==> src/common/touch_consts.svh <==
`ifndef TOUCH_CONSTS_SVH
`define TOUCH_CONSTS_SVH

// Channel count
`define TB_CHANNELS        4

// Strap classes as reported by the strap measurement
`define TB_STRAP_GND       2'h0
`define TB_STRAP_R1K5      2'h1
`define TB_STRAP_R5K1      2'h2
`define TB_STRAP_VDD       2'h3

// Reset values
`define TB_OUT_RST         4'h0
`define TB_STRAP_RST       2'h0

// Timing
`define TB_CLK_KHZ         50000
`define TB_BLINK_HALF_MS   250
`define TB_BLINK_HALF_CYC  ((`TB_BLINK_HALF_MS) * (`TB_CLK_KHZ))
`define TB_BLINK_PAIRS     3

`endif

==> src/common/touch_pkg.sv <==
package touch_pkg;

    typedef enum logic [1:0] {
        ST_REQ,
        ST_WAIT,
        ST_BLINK,
        ST_RUN
    } tune_state_e;

    typedef struct packed {
        logic toggle;
        logic suppress;
    } feature_s;

endpackage : touch_pkg

==> src/common/tune_if.sv <==
`timescale 1ns/1ns

interface tune_if #(
    parameter int N = 4
);
    logic         ready;
    logic         blink;
    logic [N-1:0] bad_mask;

    modport src  (output ready, output blink, output bad_mask);
    modport sink (input  ready, input  blink, input  bad_mask);
endinterface : tune_if

==> src/core/touch_button_output_logic.sv <==
`timescale 1ns/1ns
`include "touch_consts.svh"

// How it works
// - Auto-tuning runs by itself after power-up and never again while running.
// - Every external reset also restarts auto-tuning of all sensors.
// - Strap is captured only after reset; outside must reset after changing it.
// - Toggle off: output follows its sensor's touch directly.
// - Toggle on: each new touch inverts the output, held through release.
// - Suppression on: at most one button reported at a time.
// - Suppression on: the first touched sensor wins.
// - Suppression on: the active sensor keeps ownership while still touched.
// - Suppression on: simultaneous touches pick lowest index first.
// - Suppression on: releasing the owner hands over to a still-touched sensor.
// - Suppression off: every sensor drives its own output freely.
// - Strap ground or floating selects nothing; 1.5 kilohm selects toggle.
// - Strap 5.1 kilohm selects suppression; supply selects both.
// - Over-range sensors blink at start-up and are ignored afterwards.
// - External reset is active high; outside asserts it to reset.
// - Each output depends only on the decision for its own channel.
module touch_button_output_logic #(
    parameter int unsigned BLINK_HALF_CYC = `TB_BLINK_HALF_CYC,
    parameter int unsigned BLINK_PAIRS    = `TB_BLINK_PAIRS
) (
    // Clock and reset
    input  wire logic                    clk_sys,
    input  wire logic                    reset,
    // Feature strap class, asynchronous pin
    input  wire logic [1:0]              feature_strap_pin,
    // Sensing front end
    input  wire logic                    sense_in_0,
    input  wire logic                    sense_in_1,
    input  wire logic                    sense_in_2,
    input  wire logic                    sense_in_3,
    input  wire logic                    scan_valid,
    input  wire logic                    tune_done,
    input  wire logic [`TB_CHANNELS-1:0] cap_over,
    output logic                         tune_start,
    // Button outputs
    output logic                         button_out_0,
    output logic                         button_out_1,
    output logic                         button_out_2,
    output logic                         button_out_3,
    // Status
    output logic                         tuning_active,
    output logic                         toggle_mode,
    output logic                         single_active_suppression
);

    localparam int N = `TB_CHANNELS;

    tune_if #(.N(N)) tif ();

    logic [1:0]        strap_s1_ff, nxt_strap_s1;
    logic [1:0]        strap_s2_ff, nxt_strap_s2;
    logic              toggle_en_ff, nxt_toggle_en;
    logic              fss_en_ff, nxt_fss_en;
    logic              run_ff, nxt_run;
    logic              capture;
    touch_pkg::feature_s strap_feat;

    logic [N-1:0]      sense;
    logic [N-1:0]      valid_touch;
    logic [N-1:0]      owner_sel;
    logic [N-1:0]      scan_report;
    logic [N-1:0]      rise;
    logic [N-1:0]      owner_ff, nxt_owner;
    logic [N-1:0]      reported_ff, nxt_reported;
    logic [N-1:0]      out_ff, nxt_out;

    ////////////////////////////////////////////////////////////////////////
    // Start-up tuning and diagnostic sequencer
    tune_diag #(
        .HALF_CYC (BLINK_HALF_CYC),
        .PAIRS    (BLINK_PAIRS)
    ) u_tune (
        .clk_sys    (clk_sys),
        .reset      (reset),
        .tune_done  (tune_done),
        .cap_over   (cap_over),
        .tune_start (tune_start),
        .tif        (tif.src)
    );

    ////////////////////////////////////////////////////////////////////////
    // Strap decode
    function automatic touch_pkg::feature_s decode_strap(input logic [1:0] code);
        touch_pkg::feature_s f;
        f = '0;
        unique case (code)
            `TB_STRAP_GND:  f = '{toggle: 1'b0, suppress: 1'b0};
            `TB_STRAP_R1K5: f = '{toggle: 1'b1, suppress: 1'b0};
            `TB_STRAP_R5K1: f = '{toggle: 1'b0, suppress: 1'b1};
            `TB_STRAP_VDD:  f = '{toggle: 1'b1, suppress: 1'b1};
        endcase
        return f;
    endfunction : decode_strap

    // Lowest index wins among simultaneous touches
    function automatic logic [N-1:0] pick_first(input logic [N-1:0] req);
        logic [N-1:0] g;
        logic         found;
        g     = '0;
        found = 1'b0;
        for (int k = 0; k < N; k++)
        begin
            if (req[k] && !found)
            begin
                g[k]  = 1'b1;
                found = 1'b1;
            end
        end
        return g;
    endfunction : pick_first

    ////////////////////////////////////////////////////////////////////////
    // Strap synchroniser and capture once tuning completes
    assign strap_feat = decode_strap(strap_s2_ff);
    assign capture    = tif.ready && !run_ff;

    always_comb
    begin
        nxt_strap_s1  = feature_strap_pin;
        nxt_strap_s2  = strap_s1_ff;
        nxt_run       = tif.ready;
        nxt_toggle_en = toggle_en_ff;
        nxt_fss_en    = fss_en_ff;
        if (capture)
        begin
            nxt_toggle_en = strap_feat.toggle;
            nxt_fss_en    = strap_feat.suppress;
        end
    end

    always_ff @(posedge clk_sys)
    begin
        if (reset)
        begin
            strap_s1_ff  <= `TB_STRAP_RST;
            strap_s2_ff  <= `TB_STRAP_RST;
            run_ff       <= 1'b0;
            toggle_en_ff <= 1'b0;
            fss_en_ff    <= 1'b0;
        end
        else
        begin
            strap_s1_ff  <= nxt_strap_s1;
            strap_s2_ff  <= nxt_strap_s2;
            run_ff       <= nxt_run;
            toggle_en_ff <= nxt_toggle_en;
            fss_en_ff    <= nxt_fss_en;
        end
    end

    ////////////////////////////////////////////////////////////////////////
    // Suppression ownership, evaluated per scan
    assign sense       = {sense_in_3, sense_in_2, sense_in_1, sense_in_0};
    assign valid_touch = sense & ~tif.bad_mask & {N{run_ff}};
    assign owner_sel   = ((owner_ff & valid_touch) != '0) ? owner_ff
                                                          : pick_first(valid_touch);
    assign scan_report = fss_en_ff ? owner_sel : valid_touch;
    assign rise        = scan_report & ~reported_ff;

    always_comb
    begin
        nxt_owner    = owner_ff;
        nxt_reported = reported_ff;
        if (!run_ff)
        begin
            nxt_owner    = '0;
            nxt_reported = '0;
        end
        else if (scan_valid)
        begin
            nxt_reported = scan_report;
            nxt_owner    = fss_en_ff ? owner_sel : '0;
        end
    end

    always_ff @(posedge clk_sys)
    begin
        if (reset)
        begin
            owner_ff    <= `TB_OUT_RST;
            reported_ff <= `TB_OUT_RST;
        end
        else
        begin
            owner_ff    <= nxt_owner;
            reported_ff <= nxt_reported;
        end
    end

    ////////////////////////////////////////////////////////////////////////
    // Per-channel output decision
    for (genvar i = 0; i < N; i++)
    begin : g_chan
        always_comb
        begin
            nxt_out[i] = out_ff[i];
            if (!run_ff)
            begin
                nxt_out[i] = tif.blink & tif.bad_mask[i];
            end
            else if (scan_valid)
            begin
                if (toggle_en_ff)
                begin
                    nxt_out[i] = out_ff[i] ^ rise[i];
                end
                else
                begin
                    nxt_out[i] = scan_report[i];
                end
            end
        end

        always_ff @(posedge clk_sys)
        begin
            if (reset)
            begin
                out_ff[i] <= 1'b0;
            end
            else
            begin
                out_ff[i] <= nxt_out[i];
            end
        end
    end

    assign button_out_0              = out_ff[0];
    assign button_out_1              = out_ff[1];
    assign button_out_2              = out_ff[2];
    assign button_out_3              = out_ff[3];
    assign tuning_active             = !run_ff;
    assign toggle_mode               = toggle_en_ff;
    assign single_active_suppression = fss_en_ff;

    ////////////////////////////////////////////////////////////////////////
    // Checks
    a_strap_held_stable:
        assert property (@(posedge clk_sys) disable iff (reset)
            run_ff |=> ($stable(toggle_en_ff) && $stable(fss_en_ff)))
        else $error("strap setting changed without reset");

    a_direct_follow:
        assert property (@(posedge clk_sys) disable iff (reset)
            (run_ff && scan_valid && !toggle_en_ff && !fss_en_ff) |=> (out_ff == $past(valid_touch)))
        else $error("direct output does not follow touch");

    a_toggle_flip:
        assert property (@(posedge clk_sys) disable iff (reset)
            (run_ff && scan_valid && toggle_en_ff) |=> (out_ff == ($past(out_ff) ^ $past(rise))))
        else $error("toggle output did not invert on new touch");

    a_toggle_hold:
        assert property (@(posedge clk_sys) disable iff (reset)
            (run_ff && toggle_en_ff && !scan_valid) |=> $stable(out_ff))
        else $error("toggle output moved between scans");

    a_single_owner:
        assert property (@(posedge clk_sys) disable iff (reset)
            fss_en_ff |-> ($onehot0(reported_ff) && $onehot0(owner_ff)))
        else $error("more than one button reported under suppression");

    a_owner_kept:
        assert property (@(posedge clk_sys) disable iff (reset)
            (run_ff && scan_valid && fss_en_ff && ((owner_ff & valid_touch) != '0)) |=> $stable(owner_ff))
        else $error("owner lost while still touched");

    a_first_kept:
        assert property (@(posedge clk_sys) disable iff (reset)
            (run_ff && scan_valid && fss_en_ff && ((owner_ff & valid_touch) != '0))
            |=> (reported_ff == $past(owner_ff)))
        else $error("first touched sensor not kept as reported");

    a_owner_handover:
        assert property (@(posedge clk_sys) disable iff (reset)
            (run_ff && scan_valid && fss_en_ff && (owner_ff != '0) && ((owner_ff & valid_touch) == '0)
             && (valid_touch != '0))
            |=> (((reported_ff & $past(owner_ff)) == '0) && (reported_ff != '0)))
        else $error("released owner not handed to a touched sensor");

    a_priority_pick:
        assert property (@(posedge clk_sys) disable iff (reset)
            (run_ff && scan_valid && fss_en_ff && ((owner_ff & valid_touch) == '0))
            |=> (owner_ff == ($past(valid_touch) & ~($past(valid_touch) - 4'h1))))
        else $error("wrong sensor picked by priority");

    a_free_multi:
        assert property (@(posedge clk_sys) disable iff (reset)
            (run_ff && scan_valid && !fss_en_ff) |=> (reported_ff == $past(valid_touch)))
        else $error("independent reporting broken");

    a_bad_ignored:
        assert property (@(posedge clk_sys) disable iff (reset)
            run_ff |-> ((reported_ff & tif.bad_mask) == '0))
        else $error("touch reported on over-range sensor");

    a_scan_gated:
        assert property (@(posedge clk_sys) disable iff (reset)
            (run_ff && !scan_valid) |=> ($stable(reported_ff) && $stable(owner_ff)))
        else $error("decision changed without a scan");

    a_reset_clear:
        assert property (@(posedge clk_sys) disable iff (reset)
            $past(reset) |-> (out_ff == '0 && owner_ff == '0 && reported_ff == '0))
        else $error("state not cleared by reset");

endmodule : touch_button_output_logic

==> src/core/tune_diag.sv <==
`timescale 1ns/1ns
`include "touch_consts.svh"

module tune_diag #(
    parameter int unsigned HALF_CYC = `TB_BLINK_HALF_CYC,
    parameter int unsigned PAIRS    = `TB_BLINK_PAIRS
) (
    // Clock and reset
    input  wire logic                    clk_sys,
    input  wire logic                    reset,
    // Sensing front end
    input  wire logic                    tune_done,
    input  wire logic [`TB_CHANNELS-1:0] cap_over,
    output logic                         tune_start,
    // Toward the output logic
    tune_if.src                          tif
);

    touch_pkg::tune_state_e  state_ff, nxt_state;
    logic [`TB_CHANNELS-1:0] bad_ff, nxt_bad;
    logic                    blink_ff, nxt_blink;
    logic [31:0]             cnt_ff, nxt_cnt;
    logic [7:0]              flips_ff, nxt_flips;

    ////////////////////////////////////////////////////////////////////////
    // Tuning once per reset, then blink diagnostic for over-range sensors
    always_comb
    begin
        nxt_state = state_ff;
        nxt_bad   = bad_ff;
        nxt_blink = blink_ff;
        nxt_cnt   = cnt_ff;
        nxt_flips = flips_ff;
        unique case (state_ff)
            touch_pkg::ST_REQ:
            begin
                nxt_state = touch_pkg::ST_WAIT;
            end
            touch_pkg::ST_WAIT:
            begin
                if (tune_done)
                begin
                    nxt_bad   = cap_over;
                    nxt_cnt   = 32'h0;
                    nxt_state = (cap_over != `TB_OUT_RST) ? touch_pkg::ST_BLINK : touch_pkg::ST_RUN;
                end
            end
            touch_pkg::ST_BLINK:
            begin
                if (cnt_ff == 32'(HALF_CYC - 1))
                begin
                    nxt_cnt   = 32'h0;
                    nxt_blink = ~blink_ff;
                    nxt_flips = flips_ff + 8'h1;
                    if (flips_ff == 8'(2 * PAIRS - 1))
                    begin
                        nxt_state = touch_pkg::ST_RUN;
                    end
                end
                else
                begin
                    nxt_cnt = cnt_ff + 32'h1;
                end
            end
            touch_pkg::ST_RUN:
            begin
                nxt_state = touch_pkg::ST_RUN;
            end
        endcase
    end

    always_ff @(posedge clk_sys)
    begin
        if (reset)
        begin
            state_ff <= touch_pkg::ST_REQ;
            bad_ff   <= `TB_OUT_RST;
            blink_ff <= 1'b0;
            cnt_ff   <= 32'h0;
            flips_ff <= 8'h0;
        end
        else
        begin
            state_ff <= nxt_state;
            bad_ff   <= nxt_bad;
            blink_ff <= nxt_blink;
            cnt_ff   <= nxt_cnt;
            flips_ff <= nxt_flips;
        end
    end

    assign tune_start   = (state_ff == touch_pkg::ST_REQ);
    assign tif.ready    = (state_ff == touch_pkg::ST_RUN);
    assign tif.blink    = blink_ff;
    assign tif.bad_mask = bad_ff;

    ////////////////////////////////////////////////////////////////////////
    // Checks
    a_tune_never_again:
        assert property (@(posedge clk_sys) disable iff (reset) tif.ready |=> (tif.ready && !tune_start))
        else $error("tuning restarted during normal operation");

    a_tune_after_reset:
        assert property (@(posedge clk_sys) $fell(reset) |-> tune_start)
        else $error("no tuning request after reset release");

    a_blink_ends_low:
        assert property (@(posedge clk_sys) disable iff (reset) $rose(tif.ready) |-> !tif.blink)
        else $error("blink still high entering normal operation");

endmodule : tune_diag

==> config.mk <==
export PLATFORM = sky130hd
export DESIGN_NAME = touch_button_output_logic
export DESIGN_NICKNAME = d
export VERILOG_FILES = /design/src/common/touch_pkg.sv /design/src/common/tune_if.sv /design/src/core/touch_button_output_logic.sv /design/src/core/tune_diag.sv
export VERILOG_INCLUDE_DIRS = /design/src /design/src/common
export SDC_FILE = /design/constraint.sdc
export NUM_CORES = 1
export LEC_CHECK = 0
export ABC_AREA = 0
export BUFFER_PORTS_ARGS = -buffer_cell sky130_fd_sc_hd__buf_2
export CAP_MARGIN = 20
export CORE_MARGIN = 2
export CORE_UTILIZATION = 30
export CTS_BUF_LIST = sky130_fd_sc_hd__clkbuf_16
export CTS_CLUSTER_DIAMETER = 200
export DETAILED_ROUTE_END_ITERATION = 8
export SETUP_SLACK_MARGIN = 0.4
export SLEW_MARGIN = 10
export SYNTH_ARGS = -nofsm -noshare
export SYNTH_HDL_FRONTEND = slang
export SYNTH_HIERARCHICAL = 1
export SYNTH_SLANG_ARGS = --single-unit
==> constraint.sdc <==
create_clock -name clk_sys -period 8.9 [get_ports clk_sys]
set_clock_uncertainty 0.05 [all_clocks]
set_input_delay 0.89 -clock clk_sys [delete_from_list [all_inputs] [get_ports clk_sys]]
set_output_delay 0.89 -clock clk_sys [all_outputs]
set_load 0.02 [all_outputs]
==> results.ini, run 1 <==
[floorplanning]
die-area_um2=12700
die-width_um=113
die_y_um=113
rows=39
start_util=0.310
core_region_area_um2=11500
boundaryPins=22

[setup_path]
crit_path_end_kind=flop
r2r_slack_ps=5950
startpoint=u_tune/cnt_ff[25]
critPathRequiredTime_ps=9100
reg2reg_to=u_tune/flips_ff[7]
critPathMaxFanout=11
path_class=reg2reg
crit_end=u_tune/flips_ff[7]
reg2regPathDepth=5
critPathArrivalTime_ps=3150
crit_path_start_kind=flop
reg2reg_from=u_tune/cnt_ff[25]

[pwr]
powerDensity_nw_per_um2=183
power_leakage_nw=1.38
ir_drop_mv=0.0872

[routing]
via_count=3317
drc_errors=0
dr.first_iter.drc_count=317
drt_pass1_iterations=4
wl_mm=8.48
avgViaCountPerCell=5.50
postRouteAntennaNets=0
routedWlPerCell_um=14.1

[sta]
finalHoldViolations=0
max-slew-margin-rel=0.394
setup_tns_ps=0
rsz0062_at_grt=false
slew_violations=0
layout_setup_ws_ps=5950
setup_viol=0
worst_pin_slew_ps=900
period_needed_ps=2950
max_freq_ghz=0.339
finalCritPeriodShare=0.331

[synthesis]
yosys_warnings=6
synthArstFlopShare=0
ys_ff_latch=66
mappedNetlistArea_um2=3550
syn_inst=445
synth_ff_type=dfxtp_1
synth_edf_count=0
yosysTopAreaCell=dfxtp_1
synth.top_cell.area_share=0.372
syn-num-nets=462
yosysUniqueCellTypes=60
synth-seq-area-share=0.372
syn_area_per_cell_um2=7.98
ys_top_cells_by_area=dfxtp_1, nand3_1, a21oi_1

[cts]
cts_setup_buffers=0
holdBufCountCts=0
clock_latency_ps=320
cts.clk_slew.worst_paths_ps=50
cts-root-buf=clkbuf_16
cts.repair.resized=0
clock-sinks=66
cts_made_buffers=9
cts_tree=yes
cts_buffer_depth=2
htreeDepth=3

[global_route]
top_usage_layer=met2
grtUsageMet2=0.221
grt_max_degree=38
use_met3=0.0343
grt_overflow=0
antenna_found_initial=0
grt_use_total=0.137
gr-usage-met1=0.182
grt_pass1_vias=3114
grt_pass1_wl_mm=14.6

[finish]
diodes=0
area_growth_pct=15.3
layout-drive-gt1-share=0.115
layout_common_cells=dfxtp_1, nand2_1, nand3_1
layout_commonest_cell=dfxtp_1
fin_nets=472

[place]
dp_hpwl_mm=5.91
io_buffer_count=21
post-place-ws_ps=5980
gp_congestion=0.804

[flow_run]
cap_violations=0

[worst_hold_path]
min_path_type=reg2reg

[status]
status=completed

==> metal layers <==
| metal | wire [um] | vias to the layer above |
|---|---|---|
| li1 | - | 1676 |
| met1 | 4070 | 1570 |
| met2 | 3990 | 67 |
| met3 | 361 | 4 |
| met4 | 48 | 0 |
| met5 | 0 | - |
==> final cells by class <==
type | count | area, um2
multi-input cells | 337 | 2070
inverters | 17 | 63.8
well taps | 143 | 179
flip-flops and latches | 66 | 1320
repair buffers | 24 | 128
clock inverters | 7 | 110
clock buffers | 9 | 225
fillers | 1186 | 7370
==> synth_stat cells (all sizes together) (2+ instances only) <==
cell	n
and2	4
nor2	29
ha	3
o311ai	2
o211ai	5
a21oi	36
or4	14
and4b	5
a41oi	3
clkbuf	17
dfxtp	66
or3	13
and3	5
xnor2	2
a21o	4
nor2b	9
and4	4
nand3	38
or2	3
nand2	40
and3b	4
buf	8
nand4	10
nor4	4
o41ai	4
o31ai	8
nor3	8
nand2b	11
a211oi	3
nand4b	2
a31oi	14
o21a	2
a32oi	2
a22oi	2
o21ai	22
inv	17
mux2i	10
==> stage by stage <==
stage               cell area (um2)  utilization  power (W)  hold WS [ps]  std cells
floorplan                      3550            -   0.000341           364        445
global placement               3760        0.328   0.000355           371        587
detailed placement             3760        0.328   0.000356           377        587
CTS                            4090        0.357   0.000757           390        603
global route                   4090        0.357   0.000776           410        603
finish                         4090        0.357   0.000748           383        603
==> how the worst min path moves through the flow <==
stage	start	to	slack, ps	cells past startpoint
floorplan	nxt_strap_s2[0]	strap_s2_ff[0]	360	1
global placement	nxt_strap_s2[0]	strap_s2_ff[0]	370	1
detailed placement	nxt_strap_s2[1]	strap_s2_ff[1]	380	1
CTS	nxt_strap_s2[1]	strap_s2_ff[1]	390	1
global route	nxt_strap_s2[1]	strap_s2_ff[1]	410	1
finish	nxt_strap_s2[1]	strap_s2_ff[1]	380	1
==> cell families after synthesis <==
kind of cell | Yosys count | share of synthesized area
simple gates | 207 | 0.325
compound gates | 114 | 0.208
flops | 66 | 0.372
buf+inv | 42 | 0.0493
mux | 10 | 0.0282
xor+xnor | 3 | 0.00740
fa+ha+maj | 3 | 0.0106
==> worst max-delay path, stage by stage, from the launching register on <==
cell and delay [ps]:
dfxtp_1 360, or4_1 530, or4_1 660, or4_4 600, or4_1 520, a21oi_1 140
==> power by group <==
group | internal [W] | switching [W] | total, W
clock | 0.000271 | 0.000127 | 0.000398
sequential | 0.000300 | 0.00000491 | 0.000304
combinational | 0.0000164 | 0.0000288 | 0.0000452
==> registers in the layout (all words and copies together) (netlist names), 2 cells and up <==
register / cells
nxt_strap_s2: 2
owner_ff: 4
reported_ff: 4
strap_s2_ff: 2
u_tune/cnt_ff: 32
u_tune/flips_ff: 8
u_tune/state_ff: 2
u_tune/tif.bad_mask: 4
No activity file was read; power rests on OpenSTA's default activity.
==> run 2: changes to the inputs <==
- ABC_AREA: 0 -> 1
- clock period: 8.9 -> 2.55 ns (I/O delays scaled with it)
==> results.ini, run 2 <==
[finish]
fin_nets=692
fillers=1480
finalNonFillerCells=856
largest_reg_flops=32
diodes=0
reg_top3=u_tune/cnt_ff (32), u_tune/flips_ff (8)
stdcell_area_um2=4550
area_growth_pct=13.8
top_register=u_tune/cnt_ff
ff_latch_area_um2=1320
layout_common_cells=nand2_1, nor2_1, inv_1
layout_commonest_cell=nand2_1
multi_input_area_um2=2280
layout-drive-gt1-share=0.112

[cts]
cts.clk_slew.worst_paths_ps=60
cts_tree=yes
cts_buffer_depth=2
clock-sinks=66
cts-root-buf=clkbuf_16
clock_latency_ps=330
holdBufCountCts=0
htreeDepth=3
cts_made_buffers=9

[global_route]
antenna_found_initial=0
grt_pass1_vias=3512
grt_max_degree=26
grt_pass1_wl_mm=17.4
grt_use_total=0.153
grt_overflow=0

[synthesis]
synth_edf_count=0
ys_ff_latch=66
syn_area_per_cell_um2=6.13
mappedNetlistArea_um2=4000
yosysTopAreaCell=dfxtp_1
yosysUniqueCellTypes=28
ys_top_cells_by_area=dfxtp_1, nand2_1, nor2_1
syn-num-nets=669
synth_ff_type=dfxtp_1
synthArstFlopShare=0
synth-seq-area-share=0.330
netlist_top_cells_count=nand2_1, nor2_1, inv_1
syn_inst=652
yosys_warnings=6
synth.top_cell.area_share=0.330
synthMostInstantiatedCell=nand2_1

[pwr]
powerDensity_nw_per_um2=549
power_leakage_nw=1.80
ir_drop_mv=0.371

[place]
dp.cells=840
dp_hpwl_mm=7.67
post-place-ws_ps=538
place_area_um2=4280
io_buffer_count=21
gp_congestion=0.884

[floorplanning]
die-width_um=119
start_util=0.304
core_region_area_um2=13100
boundaryPins=22
die_y_um=119
rows=42
die-area_um2=14300

[setup_path]
critPathMaxFanout=11
crit_chain=ha_1 -> nand2_2 -> nor2_4 -> nand3_1 -> nor2_2 -> nand3_2 -> or2_0 -> a21oi_1
crit_family=simple AND/OR/NAND/NOR gates
crit_path_end_kind=flop
worst-path-buf-inv=0
crit_path_top_delay_cell=dfxtp_1
path_class=reg2reg
critPathRequiredTime_ps=2760
critPathMaxStageDelay_ps=370
critPathArrivalTime_ps=2100
crit_path_start_kind=flop

[routing]
drt_pass1_iterations=5
wl_mm=10.3
dr.first_iter.drc_count=300
drc_errors=0
via_count=3912
postRouteAntennaNets=0
avgViaCountPerCell=4.57
routedWlPerCell_um=12.0

[sta]
max_freq_ghz=0.530
period_needed_ps=1890
setup_viol=0
rsz0062_at_grt=false
finalHoldViolations=0
finalCritPeriodShare=0.740
slew_violations=0
max-slew-margin-rel=0.648
worst_pin_slew_ps=526
setup_tns_ps=0
layout_setup_ws_ps=663

[status]
status=completed

[flow_run]
cap_violations=0

[worst_hold_path]
min_path_type=in2reg

[run 2: cell count changes in the layout (fill, tap and decap cells not counted), sizes merged, moves of 14 or more]
cell	previous run	this run
nand2	40	201
nor2	29	108
inv	19	84
a21oi	36	56
nand3	38	57
a31oi	14	0
or4	14	0
[run 2: layout make-up]
cell class | instances | area share
Multi-Input combinational cell | 487 | 0.500
Tap cell | 176 | 0.0484
Clock buffer | 9 | 0.0495
Sequential cell | 66 | 0.290
Inverter | 84 | 0.0704
Timing Repair Buffer | 27 | 0.0330
Clock inverter | 7 | 0.00825
[run 2: path summary, 6_finish.rpt]
kind	start	endpoint	slack, ps	cells past startpoint
worst max-delay path	u_tune/cnt_ff[0]	u_tune/flips_ff[1]	660	8
worst min-delay path	feature_strap_pin[0]	nxt_strap_s2[0]	90	3
worst max register to register	u_tune/cnt_ff[0]	u_tune/flips_ff[1]	660	8
worst min register to register	nxt_strap_s2[0]	strap_s2_ff[0]	360	2
[run 2: power breakdown]
group          switching, W  internal [W]  total [W]
clock              0.000461      0.000645    0.00111
sequential        0.0000383       0.00106    0.00110
combinational      0.000206     0.0000854   0.000292
total              0.000706       0.00179    0.00250
[run 2: kinds of logic after synthesis]
kind of cell | Yosys count | synth area share
buf+inv | 99 | 0.102
xor+xnor | 16 | 0.0350
flops | 66 | 0.330
simple gates | 379 | 0.406
compound gates | 89 | 0.117
fa+ha+maj | 3 | 0.00939
[run 2: per-layer routing]
| metal | vias up | part of all wire | GRT usage |
|---|---|---|---|
| li1 | 2089 | - | - |
| met1 | 1745 | 0.51 | 0.216 |
| met2 | 70 | 0.43 | 0.234 |
| met3 | 8 | 0.043 | 0.0350 |
| met4 | 0 | 0.010 | 0.0397 |
| met5 | - | 0 | 0 |
[run 2: through the flow]
step | power (W) | util | hold slack [ps]
finish | 0.00250 | 0.346 | 87.0
global route | 0.00262 | 0.346 | 86.4
CTS | 0.00253 | 0.346 | 78.3
detailed placement | 0.00142 | 0.326 | 346
global placement | 0.00142 | 0.326 | 356
floorplan | 0.00132 | - | 276
[run 2: tightest hold or removal path, cell delays in order]
cell    delay (ps)
buf_2           90
inv_1           40
nor2_1          30
[run 2: what timing repair did]
item,in CTS,in global routing
setup endpoints to repair,0,7
buffers inserted,0,0
resized for setup,0,1
==> run 3: changes to the inputs <==
- clock period: 2.55 -> 1.85 ns (I/O delays scaled with it)
==> results.ini, run 3 (synthesis gave the netlist of run 2 again) <==
[setup_path]
crit_path_start_kind=flop
crit_family=simple AND/OR/NAND/NOR gates
critPathMaxStageDelay_ps=360
crit_path_top_delay_cell=dfxtp_2
startpoint=u_tune/cnt_ff[1]
critPathRequiredTime_ps=2070
critPathMaxFanout=7
r2r_slack_ps=290
worst-path-stages=10
crit_path_end_kind=flop
crit_top_cell=nor2_4
path_class=reg2reg
reg2reg_to=u_tune/flips_ff[6]
crit_end=u_tune/flips_ff[6]
reg2reg_from=u_tune/cnt_ff[1]
crit_chain=ha_4 -> nand2_4 -> nor2_4 -> nand3_2 -> nor2_4 -> nand3_4 -> buf_8 -> clkinv_8 -> nand2_1 -> a21oi_2
worst-path-buf-inv=2
reg2regPathDepth=10
critPathArrivalTime_ps=1780

[cts]
htreeDepth=3
cts.clk_slew.worst_paths_ps=60
cts_buffer_depth=2
cts_made_buffers=9
cts_tree=yes
clock_latency_ps=340
clock-sinks=66
cts-root-buf=clkbuf_16

[sta]
period_needed_ps=1560
max-slew-margin-rel=0.775
finalCritPeriodShare=0.844
slew_violations=0
setup_tns_ps=0
finalHoldViolations=0
layout_setup_ws_ps=288
max_freq_ghz=0.640
rsz0062_at_grt=true
setup_viol=0
worst_pin_slew_ps=338
whs_ps=7.93

[place]
gp_congestion=0.909
dp_hpwl_mm=7.82
place_area_um2=4440
post-place-ws_ps=138
io_buffer_count=21

[routing]
wl_mm=11.4
postRouteAntennaNets=0
drt_pass1_iterations=5
dr.first_iter.drc_count=378
routedWlPerCell_um=12.8
via_count=4235
drc_errors=0
avgViaCountPerCell=4.74

[global_route]
grtUsageMet2=0.254
grt_use_total=0.158
grt_pass1_vias=3820
gr-usage-met1=0.209
use_met3=0.0388
grt_overflow=0
grt_pass1_wl_mm=18.1
grt_max_degree=24
antenna_found_initial=0
top_usage_layer=met2

[floorplanning]
rows=42
die-area_um2=14300
start_util=0.304
core_region_area_um2=13100
die_y_um=119
die-width_um=119
boundaryPins=22

[pwr]
powerDensity_nw_per_um2=652
power_frac_seq=0.420
power_leakage_nw=2.16
p_sw_w=0.00104
ir_drop_mv=0.420
clkPwrFrac=0.419
pwr-share-comb=0.161
swShare=0.290
internal-power_w=0.00255

[finish]
layout-drive-gt1-share=0.364
largest_reg_flops=32
stdcell_area_um2=5510
top_register=u_tune/cnt_ff
layout_common_cells=nand2_1, inv_1, nor2_1
reg_top3=u_tune/cnt_ff (32), u_tune/flips_ff (8)
fin_nets=729
area_growth_pct=37.9
layout_commonest_cell=nand2_1
diodes=0

[flow_run]
cap_violations=0

[worst_hold_path]
min_path_type=in2reg

[status]
status=completed

[run 3: stage by stage]
step | power [W] | utilization | std cells
floorplan | 0.00182 | - | 652
global placement | 0.00197 | 0.338 | 857
detailed placement | 0.00197 | 0.338 | 857
CTS | 0.00353 | 0.372 | 885
global route | 0.00375 | 0.420 | 893
finish | 0.00359 | 0.420 | 893
[run 3: repair_timing]
item                       CTS  global route
gates resized for setup     41           167
pin swaps                   18            41
setup endpoints to repair   54            51
buffers inserted            12             7
hold buffers                 0             0
gates cloned                 0             1
[run 3: how the worst min path moves through the flow]
stage | start | slack [ps] | depth (start not counted) | to
2_1_floorplan | reset | 210 | 1 | nxt_strap_s2[0]
3_3_place_gp | feature_strap_pin[0] | 340 | 3 | nxt_strap_s2[0]
3_5_place_dp | feature_strap_pin[0] | 350 | 3 | nxt_strap_s2[0]
4_1_cts | feature_strap_pin[0] | 5 | 3 | nxt_strap_s2[0]
5_1_grt | feature_strap_pin[1] | 30 | 3 | nxt_strap_s2[1]
6_report | feature_strap_pin[0] | 8 | 3 | nxt_strap_s2[0]
[run 3: final cells by class]
| class | instances | area, um2 |
|---|---|---|
| Tap cell | 176 | 220 |
| Fill cell | 1354 | 7620 |
| Clock buffer | 9 | 225 |
| Timing Repair Buffer | 64 | 495 |
| Multi-Input combinational cell | 487 | 2850 |
| Clock inverter | 7 | 28.8 |
| Inverter | 84 | 328 |
| Sequential cell | 66 | 1360 |
[run 3: layer usage]
metal / up-vias / wire, um
met3: 19 / 665
met4: 0 / 172
met1: 1937 / 5260
met2: 105 / 5310
li1: 2174 / -
met5: - / 0
[run 3: worst reg2reg max path: cells and delay by family (launching register included)]
family / cells / cell delay, ps
adder cells (fa/ha/maj): 1 / 150
buffers and inverters: 2 / 240
AND/OR/NAND/NOR: 6 / 590
flip-flops: 1 / 360
AO/OA/AOI/OAI: 1 / 110
[run 3: power by group through the flow]
| stage | Sequential (W) | Clock (W) | Combinational, W |
|---|---|---|---|
| after floorplan | 0.00153 | 0 | 0.000290 |
| after global placement | 0.00154 | 0 | 0.000431 |
| after detailed placement | 0.00154 | 0 | 0.000432 |
| after CTS | 0.00151 | 0.00153 | 0.000485 |
| after global routing | 0.00152 | 0.00160 | 0.000633 |
| final | 0.00151 | 0.00151 | 0.000578 |
